## config.mk

```make
export PLATFORM = sky130hd
export DESIGN_NAME = rpc_regs
export DESIGN_NICKNAME = d
export VERILOG_FILES = /design/src/hdl/rpc_port_entry.v /design/src/hdl/rpc_regs.v /design/src/hdl/rpc_rw_reg.v
export VERILOG_INCLUDE_DIRS = /design/src /design/src/hdl
export SDC_FILE = /design/constraint.sdc
export NUM_CORES = 1
export LEC_CHECK = 0
export ABC_AREA = 1
export BUFFER_PORTS_ARGS = -buffer_cell sky130_fd_sc_hd__buf_2
export CAP_MARGIN = 5
export CORE_MARGIN = 8
export CORE_UTILIZATION = 45
export CTS_CLUSTER_DIAMETER = 60
export DETAILED_ROUTE_END_ITERATION = 10
export PLACE_DENSITY_LB_ADDON = 0.05
export SLEW_MARGIN = 20
export SYNTH_ARGS = -nofsm -noshare
export SYNTH_HDL_FRONTEND = slang
export SYNTH_SLANG_ARGS = --single-unit
```

## constraint.sdc

```tcl
create_clock -name clk_sys -period 2 [get_ports clk_sys]
set_input_delay 0.6 -clock clk_sys [delete_from_list [all_inputs] [get_ports clk_sys]]
set_output_delay 0.6 -clock clk_sys [all_outputs]
set_load 0.02 [all_outputs]
```

## src/hdl/rpc_defines.vh

```
// constants for the repeater port id and csi register slice
`ifndef RPC_DEFINES_VH
`define RPC_DEFINES_VH
// ====================================================
// main bank byte offsets (index; byte address is index*4)
`define RPC_IDX_PORT1 8'he1
`define RPC_IDX_PORT2 8'he2
`define RPC_IDX_PORT3 8'he3
`define RPC_IDX_ID0 8'hf0
`define RPC_IDX_ID1 8'hf1
`define RPC_IDX_ID2 8'hf2
`define RPC_IDX_ID3 8'hf3
`define RPC_IDX_ID4 8'hf4
`define RPC_IDX_ID5 8'hf5
// ====================================================
// csi indirect bank offsets
`define RPC_IDX_TRAIL 8'h02
`define RPC_IDX_RAW 8'h09
`define RPC_IDX_CSIEN_A 8'h13
`define RPC_IDX_CSIEN_B 8'h14
`define RPC_IDX_PASS 8'h16
`define RPC_IDX_VC 8'h2e
// ====================================================
// field positions and masks
`define RPC_TRAIL_OVR_BIT 7
`define RPC_TRAIL_WMASK 8'h8f
`define RPC_RAW_BIT 4
`define RPC_RAW_WMASK 8'h10
`define RPC_TRAIL_VAL_HI 3
`define RPC_TRAIL_VAL_LO 0
`define RPC_EN_HI 5
`define RPC_EN_LO 0
`define RPC_VC_HI 7
`define RPC_VC_LO 6
`define RPC_RDATA_PAD 24'h000000
// ====================================================
// discovery select codes for entries one to three
`define RPC_SEL_PORT1 2'h1
`define RPC_SEL_PORT2 2'h2
`define RPC_SEL_PORT3 2'h3
// ====================================================
// reset values
`define RPC_RST_ZERO 8'h00
`define RPC_RST_CSIEN_A 8'h3f
`define RPC_RST_CSIEN_B 8'h00
`define RPC_RST_PASS 8'h02
`define RPC_RST_VC 8'h00
`define RPC_RST_RDATA 32'h00000000
`define RPC_RST_EN 6'h00
`define RPC_RST_VCSEL 2'h0
// ====================================================
// bus address layout: bit 10 picks the csi bank, bits 9:2 the index
`define RPC_BANK_BIT 10
`define RPC_IDX_HI 9
`define RPC_IDX_LO 2
`endif

```

## src/hdl/rpc_port_entry.v

```verilog
// one downstream port entry: address and present flag, loaded by discovery
`timescale 1ns/1ps
module rpc_port_entry
(
    input wire clk_sys,
    input wire rst_n,
    input wire loadStb,
    input wire [6:0] loadAddr,
    input wire loadPresent,
    output wire [7:0] entryValue
);
`include "rpc_defines.vh"
reg [7:0] entry_q;
// ====================================================
// storage
always @(posedge clk_sys)
begin
    if (!rst_n)
        entry_q <= `RPC_RST_ZERO;
    else if (loadStb)
        entry_q <= {loadAddr, loadPresent};
end
assign entryValue = entry_q;
endmodule // rpc_port_entry

```

## src/hdl/rpc_regs.v

```verilog
// repeater port id and csi register slice behind an apb slave
//
// Notes on behaviour
// - port entry upper seven bits report downstream port bus address, read only
// - port entry bit zero is read-only present flag for that address
// - three entries for ports one to three, consecutive, reset to zero
// - six read-only id bytes at consecutive offsets, fixed values
// - third id byte shows one of two values, cipher present or not
// - read-only fields ignore writes; read/write fields store and read back
// - trail override bit clear selects automatic trail interval, resets zero
// - override bit set selects the low four bits as trail interval
// - raw align bit picks lsb or msb placement on pixel bus, resets zero
`timescale 1ns/1ps
module rpc_regs
#(
    parameter [7:0] ID_BYTE0 = 8'h41, // arbitrary
    parameter [7:0] ID_BYTE1 = 8'h42, // arbitrary
    parameter [7:0] ID_BYTE2_WITH = 8'h43, // arbitrary
    parameter [7:0] ID_BYTE2_WITHOUT = 8'h44, // arbitrary
    parameter [7:0] ID_BYTE3 = 8'h45, // arbitrary
    parameter [7:0] ID_BYTE4 = 8'h46, // arbitrary
    parameter [7:0] ID_BYTE5 = 8'h47, // arbitrary
    parameter HAS_CIPHER = 1,
    parameter [3:0] AUTO_TRAIL = 4'h5,
    parameter RAW_WIDTH = 12,
    parameter BUS_WIDTH = 24
)
(
    input wire clk_sys,
    input wire rst_n,
    input wire psel,
    input wire penable,
    input wire pwrite,
    input wire [11:0] paddr,
    input wire [31:0] pwdata,
    output reg [31:0] prdata,
    output reg pready,
    output reg pslverr,
    input wire [1:0] discSel,
    input wire discStb,
    input wire [6:0] discAddr,
    input wire discPresent,
    input wire [RAW_WIDTH-1:0] rawPixel,
    output reg [BUS_WIDTH-1:0] pixelBus_q,
    output reg [3:0] trailInterval_q,
    output reg [5:0] csiEnableA_q,
    output reg [5:0] csiEnableB_q,
    output reg [1:0] virtualChannel_q
);
`include "rpc_defines.vh"
// ====================================================
// apb decode
wire csiBank = paddr[`RPC_BANK_BIT];
wire [7:0] idx = paddr[`RPC_IDX_HI:`RPC_IDX_LO];
wire setup = psel && !penable;
wire doWrite = psel && penable && pready && pwrite;
wire [7:0] wrByte = pwdata[7:0];
reg [7:0] rdByte;
reg hit;
wire [7:0] trailVal;
wire [7:0] rawVal;
wire [7:0] enAVal;
wire [7:0] enBVal;
wire [7:0] passVal;
wire [7:0] vcVal;
wire [7:0] ent1;
wire [7:0] ent2;
wire [7:0] ent3;
wire [7:0] idByte2 = HAS_CIPHER ? ID_BYTE2_WITH : ID_BYTE2_WITHOUT;
localparam PAD_WIDTH = BUS_WIDTH - RAW_WIDTH;
reg [7:0] csiByte;
reg csiHit;
reg [7:0] mainByte;
reg mainHit;
// ====================================================
// write and load strobes; an unmapped index raises no strobe, so the write is dropped
// loads come only from discovery; software has no write path into the entries
wire wrTrail = doWrite && csiBank && (idx == `RPC_IDX_TRAIL);
wire wrRaw = doWrite && csiBank && (idx == `RPC_IDX_RAW);
wire wrEnA = doWrite && csiBank && (idx == `RPC_IDX_CSIEN_A);
wire wrEnB = doWrite && csiBank && (idx == `RPC_IDX_CSIEN_B);
wire wrPass = doWrite && csiBank && (idx == `RPC_IDX_PASS);
wire wrVc = doWrite && csiBank && (idx == `RPC_IDX_VC);
wire loadEnt1 = discStb && (discSel == `RPC_SEL_PORT1);
wire loadEnt2 = discStb && (discSel == `RPC_SEL_PORT2);
wire loadEnt3 = discStb && (discSel == `RPC_SEL_PORT3);
// ====================================================
// next values of the registered outputs
reg pready_d;
reg pslverr_d;
reg [31:0] prdata_d;
reg [3:0] trailInterval_d;
reg [BUS_WIDTH-1:0] pixelBus_d;
reg [5:0] csiEnableA_d;
reg [5:0] csiEnableB_d;
reg [1:0] virtualChannel_d;
// ====================================================
// downstream port entries, loaded by the discovery logic only
rpc_port_entry uEnt1
(
    .clk_sys(clk_sys),
    .rst_n(rst_n),
    .loadStb(loadEnt1),
    .loadAddr(discAddr),
    .loadPresent(discPresent),
    .entryValue(ent1)
);
// ====================================================
// entry for port two
rpc_port_entry uEnt2
(
    .clk_sys(clk_sys),
    .rst_n(rst_n),
    .loadStb(loadEnt2),
    .loadAddr(discAddr),
    .loadPresent(discPresent),
    .entryValue(ent2)
);
// ====================================================
// entry for port three
rpc_port_entry uEnt3
(
    .clk_sys(clk_sys),
    .rst_n(rst_n),
    .loadStb(loadEnt3),
    .loadAddr(discAddr),
    .loadPresent(discPresent),
    .entryValue(ent3)
);
// ====================================================
// csi indirect registers: clock trail timing
rpc_rw_reg #(.RESET_VAL(`RPC_RST_ZERO), .WMASK(`RPC_TRAIL_WMASK)) uTrail
(
    .clk_sys(clk_sys),
    .rst_n(rst_n),
    .wrStb(wrTrail),
    .wrData(wrByte),
    .regValue(trailVal)
);
// ====================================================
// raw pixel placement; only the align bit is stored
rpc_rw_reg #(.RESET_VAL(`RPC_RST_ZERO), .WMASK(`RPC_RAW_WMASK)) uRaw
(
    .clk_sys(clk_sys),
    .rst_n(rst_n),
    .wrStb(wrRaw),
    .wrData(wrByte),
    .regValue(rawVal)
);
// ====================================================
// output enable, first port
rpc_rw_reg #(.RESET_VAL(`RPC_RST_CSIEN_A)) uEnA
(
    .clk_sys(clk_sys),
    .rst_n(rst_n),
    .wrStb(wrEnA),
    .wrData(wrByte),
    .regValue(enAVal)
);
// ====================================================
// output enable, second port
rpc_rw_reg #(.RESET_VAL(`RPC_RST_CSIEN_B)) uEnB
(
    .clk_sys(clk_sys),
    .rst_n(rst_n),
    .wrStb(wrEnB),
    .wrData(wrByte),
    .regValue(enBVal)
);
// ====================================================
// pass routing; the status bit is stored, not live
rpc_rw_reg #(.RESET_VAL(`RPC_RST_PASS)) uPass
(
    .clk_sys(clk_sys),
    .rst_n(rst_n),
    .wrStb(wrPass),
    .wrData(wrByte),
    .regValue(passVal)
);
// ====================================================
// virtual channel select
rpc_rw_reg #(.RESET_VAL(`RPC_RST_VC)) uVc
(
    .clk_sys(clk_sys),
    .rst_n(rst_n),
    .wrStb(wrVc),
    .wrData(wrByte),
    .regValue(vcVal)
);
// ====================================================
// read mux, split by bank; main bank is read-only so writes there change nothing
always @*
begin
    csiByte = `RPC_RST_ZERO;
    csiHit = 1'h1;
    case (idx)
        `RPC_IDX_TRAIL: csiByte = trailVal;
        `RPC_IDX_RAW: csiByte = rawVal;
        `RPC_IDX_CSIEN_A: csiByte = enAVal;
        `RPC_IDX_CSIEN_B: csiByte = enBVal;
        `RPC_IDX_PASS: csiByte = passVal;
        `RPC_IDX_VC: csiByte = vcVal;
        default: csiHit = 1'h0;
    endcase
end
always @*
begin
    mainByte = `RPC_RST_ZERO;
    mainHit = 1'h1;
    case (idx)
        `RPC_IDX_PORT1: mainByte = ent1;
        `RPC_IDX_PORT2: mainByte = ent2;
        `RPC_IDX_PORT3: mainByte = ent3;
        `RPC_IDX_ID0: mainByte = ID_BYTE0;
        `RPC_IDX_ID1: mainByte = ID_BYTE1;
        `RPC_IDX_ID2: mainByte = idByte2;
        `RPC_IDX_ID3: mainByte = ID_BYTE3;
        `RPC_IDX_ID4: mainByte = ID_BYTE4;
        `RPC_IDX_ID5: mainByte = ID_BYTE5;
        default: mainHit = 1'h0;
    endcase
end
// ====================================================
// bank select; an unmapped index reads zero and answers with an error
always @*
begin
    if (csiBank)
    begin
        rdByte = csiByte;
        hit = csiHit;
    end
    else
    begin
        rdByte = mainByte;
        hit = mainHit;
    end
end
// ====================================================
// apb ready and error: no wait states, ready pulses in the first access cycle, error with it only on an unmapped index
always @*
begin
    pready_d = setup;
    pslverr_d = setup && !hit;
end
always @(posedge clk_sys)
begin
    if (!rst_n)
        pready <= 1'h0;
    else
        pready <= pready_d;
end
always @(posedge clk_sys)
begin
    if (!rst_n)
        pslverr <= 1'h0;
    else
        pslverr <= pslverr_d;
end
// ====================================================
// read data is captured at setup and then held, so it still stands at the ready edge
always @*
begin
    prdata_d = prdata;
    if (setup && !pwrite)
        prdata_d = {`RPC_RDATA_PAD, rdByte};
end
always @(posedge clk_sys)
begin
    if (!rst_n)
        prdata <= `RPC_RST_RDATA;
    else
        prdata <= prdata_d;
end
// ====================================================
// clock-lane trail interval; automatic value unless the override is set
// the register is read every cycle, so a new setting reaches trailInterval_q two cycles after the accepted write
always @*
begin
    if (trailVal[`RPC_TRAIL_OVR_BIT])
        trailInterval_d = trailVal[`RPC_TRAIL_VAL_HI:`RPC_TRAIL_VAL_LO];
    else
        trailInterval_d = AUTO_TRAIL;
end
always @(posedge clk_sys)
begin
    if (!rst_n)
        trailInterval_q <= AUTO_TRAIL;
    else
        trailInterval_q <= trailInterval_d;
end
// ====================================================
// raw pixel placement; the unused bits of the bus are driven low
always @*
begin
    if (rawVal[`RPC_RAW_BIT])
        pixelBus_d = {rawPixel, {PAD_WIDTH{1'h0}}};
    else
        pixelBus_d = {{PAD_WIDTH{1'h0}}, rawPixel};
end
always @(posedge clk_sys)
begin
    if (!rst_n)
        pixelBus_q <= {BUS_WIDTH{1'h0}};
    else
        pixelBus_q <= pixelBus_d;
end
// ====================================================
// port enables; the register-control bit is not used by this slice
always @*
begin
    csiEnableA_d = enAVal[`RPC_EN_HI:`RPC_EN_LO];
end
always @*
begin
    csiEnableB_d = enBVal[`RPC_EN_HI:`RPC_EN_LO];
end
always @(posedge clk_sys)
begin
    if (!rst_n)
        csiEnableA_q <= `RPC_RST_EN;
    else
        csiEnableA_q <= csiEnableA_d;
end
always @(posedge clk_sys)
begin
    if (!rst_n)
        csiEnableB_q <= `RPC_RST_EN;
    else
        csiEnableB_q <= csiEnableB_d;
end
// ====================================================
// virtual channel number
always @*
begin
    virtualChannel_d = vcVal[`RPC_VC_HI:`RPC_VC_LO];
end
always @(posedge clk_sys)
begin
    if (!rst_n)
        virtualChannel_q <= `RPC_RST_VCSEL;
    else
        virtualChannel_q <= virtualChannel_d;
end
endmodule // rpc_regs

```

## src/hdl/rpc_rw_reg.v

```verilog
// one masked read/write byte register
`timescale 1ns/1ps
module rpc_rw_reg
#(
    parameter [7:0] RESET_VAL = 8'h00,
    parameter [7:0] WMASK = 8'hff
)
(
    input wire clk_sys,
    input wire rst_n,
    input wire wrStb,
    input wire [7:0] wrData,
    output wire [7:0] regValue
);
reg [7:0] reg_q;
// ====================================================
// storage; masked-off bits stay at their reset value
always @(posedge clk_sys)
begin
    if (!rst_n)
        reg_q <= RESET_VAL;
    else if (wrStb)
        reg_q <= (wrData & WMASK) | (RESET_VAL & ~WMASK);
end
assign regValue = reg_q;
endmodule // rpc_rw_reg

```

==> results.md <==
- CP cell instances: buf_2
- TritonCTS clock tree: done
- Die area: 0.0142 mm^2
- Hold Startpoint: rawPixel[11]
- Die Wd: 119 um
- Worst setup SP type: flop
- Clock Pin Slew Worst Setup and Hold Paths: 0.05 ns
- Synthesized cell area: 0.00481 mm^2
- FF-to-FF Start: pready$_SDFF_PN0_
- Critical setup path kind: reg2out
- Hold Path Sink: pixelBus_q[11]$_SDFF_PP0_
- HPWL after DPL: 9.23 mm
- Crit path max-delay family: flip-flops
- Max Clock Skew: 0.00729 ns
- CTS buffer count: 17
- Placed insts: 880
- Vias: 4338
- CP bufs+invs: 1
- Vias in the first global route: 4197
- Final nets: 835
- Design Power: 5.79 mW
- Int Power: 4.49 mW
- Clk sink count: 114
- Largest net degree at the start of global routing: 36
- Share of cells above drive strength 1: 0.231
- DRT Wirelength: 12.4 mm
- RR Endpoint: uEnB.regValue[4]$_SDFFE_PN0P_
- FMAX: 0.597 GHz
- Cell variety after synth: 32
- CTS Hold Bufs: 0
- Final setup viols: 0
- Clock power frac: 0.527
- Required time worst endpoint: 1.40 ns
- GRT Total Usage: 0.178
- Cells on Worst Hold Path: 3
- Ant diodes: 0
- Slew Viols, Final: 0
- Setup Buffers After CTS: 0
- Critical path arrival: 1.08 ns
- Drc violations: 0
- Synth-to-layout area growth: 25.7%
- Clock Path Buffers: 2
- Root buffer cell: clkbuf_8
- Number of flops mapped to enable cells by yosys: 0
- RSZ-0062 raised after global routing: no
- Ys async rst share: 0
- Drt pass-1 iters: 5
- R2R cell count: 7
- Critical Path Sink Type: output port
- Sw power: 1.30 mW
- Hold WC Path Type: in2reg
- CP max stage delay: 0.37 ns
- Vias per Instance: 4.76
- Reg2Reg Setup Slack: 0.60 ns
- Combinational power share: 0.067
- Synth Area per Inst: 7.44 um^2
- Pwr per Cell Area: 958 mW/mm^2
- Sw Ratio: 0.224
- First-pass GRT wire length: 20.5 mm
- Fin cells: 912
- Final Hold Vio Count: 0
- Max-Cap Viols: 0
- Gr ovfl total: 0
- Worst hold slack: 0.312 ns
- Slowest CP cell: dfxtp_1
- Initial cell density of the core: 0.464
- Synth Instances: 646
- Detailed router's first-iteration violation count: 354
- Remaining antenna violation count: 0
- Crit share post-route: 0.838
- Gp weighted congestion: 0.830
- Average wire per standard cell: 13.6 um
- Boundary Pins: 148
- #FFs+latches synth: 114
- Antenna violations before repair: 0
- Core area: 0.0104 mm^2
- Post-Place Cell Area: 0.00545 mm^2
- Peak VDD IR: 0.000452 V
- Skew-Pair Late Insertion Delay: 0.51 ns
- Max FO, Critical Path: 2
- Outcome: finished, final reports clean
- Port Buffers: 96
- H-tree depth: 4
- Minimum clock period: 1.68 ns
- Pleak: 2.94 nW
- Total Negative Setup Slacks: 0 ns
- Main synth FF type: dfxtp_1
- Die H: 119 um
- YS warnings: 0
- Post-synthesis sequential area ratio: 0.475
- Site row count: 37
- PostCTS Resize Cnt: 0
- Reg power frac: 0.405
- Post-route cell area: 0.00605 mm^2
## routing by layer
layer  track usage  share of wire
met5             0              0
met4        0.0492         0.0065
met3        0.0628          0.075
met2         0.276           0.45
met1         0.229           0.47
## sequential cells by signal, summed over array words and instances, names as in the netlist
signal	count
csiEnableA_q	6
csiEnableB_q	6
pixelBus_q	24
prdata	8
pready	1
pslverr	1
trailInterval_q	4
uEnA.regValue	8
uEnB.regValue	8
uEnt1.entryValue	8
uEnt2.entryValue	8
uEnt3.entryValue	8
uPass.regValue	8
uRaw.regValue	1
uTrail.regValue	5
uVc.regValue	8
virtualChannel_q	2
## through the flow
| stage | setup WS [ns] | utilization |
|---|---|---|
| after floorplan | 0.339 | - |
| after global placement | 0.0774 | 0.525 |
| after detailed placement | 0.0872 | 0.525 |
| after CTS | 0.312 | 0.583 |
| after global routing | 0.280 | 0.583 |
| final | 0.324 | 0.583 |
## final cells by class
class                   count  area, um^2
clock inverters            10         158
inverters                  93         353
clock buffers              22         443
well taps                 136         170
flip-flops and latches    114        2280
repair buffers            118         671
fillers                  1002        4320
multi-input cells         419        1970
## synth_stat cells, drive strengths merged (2+ instances only)
cell	n	area [um^2]
a21oi	44	224
buf	32	249
clkbuf	11	41.3
dfxtp	114	2280
inv	92	348
nand2	101	404
nand3	56	318
nand4	2	12.5
nor2	107	465
nor3	3	26.3
o21a	3	22.5
o21ai	76	384
## cells in the final DEF, fill, tap and decap left out, types with 2 or more instances in the layout
cell type and instances:
dfxtp_1 114, nor2_1 97, buf_2 96, nand2_1 93
inv_1 85, o21ai_0 65, nand3_1 53, a21oi_1 43
conb_1 24, buf_4 20, clkbuf_16 16, o21ai_1 10
nand2_2 7, inv_2 6, nor2_4 5, nor2_2 4
clkinv_2 4, clkbuf_1 4, bufinv_16 4, nand3_4 3
o21a_1 3, clkinvlp_4 3, nand4_1 2, nor3_1 2
clkbuf_8 2, buf_12 2
## worst max-delay path by stage
| stage | cells past startpoint | end | start | slack, ns |
|---|---|---|---|---|
| 3_3_place_gp | 10 | prdata[0]$_SDFFE_PN0P_ | paddr[4] | 0.08 |
| 5_1_grt | 1 | prdata[7] | prdata[7]$_SDFFE_PN0P_ | 0.28 |
| 6_report | 1 | prdata[7] | prdata[7]$_SDFFE_PN0P_ | 0.32 |
| 2_1_floorplan | 9 | uVc.regValue[5]$_SDFFE_PN0P_ | paddr[10] | 0.34 |
| 3_5_place_dp | 10 | prdata[0]$_SDFFE_PN0P_ | paddr[4] | 0.09 |
| 4_1_cts | 1 | prdata[7] | prdata[7]$_SDFFE_PN0P_ | 0.31 |
## cells by family (layout without fill, tap and decap cells)
kind of cell	after synthesis	after routing	synth area share
simple gates	270	270	0.257
flops	114	114	0.475
other cells	1	24	0.000780
compound gates	125	125	0.134
buf+inv	136	243	0.134
## power by group through the flow
stage               clock network [mW]  logic (mW)  registers, mW
global route                      3.22       0.435           2.35
detailed placement                   0       0.390           2.40
floorplan                            0       0.234           2.43
global placement                     0       0.384           2.39
CTS                               3.10       0.391           2.35
finish                            3.05       0.391           2.35
No activity file was read; power rests on OpenSTA's default activity.
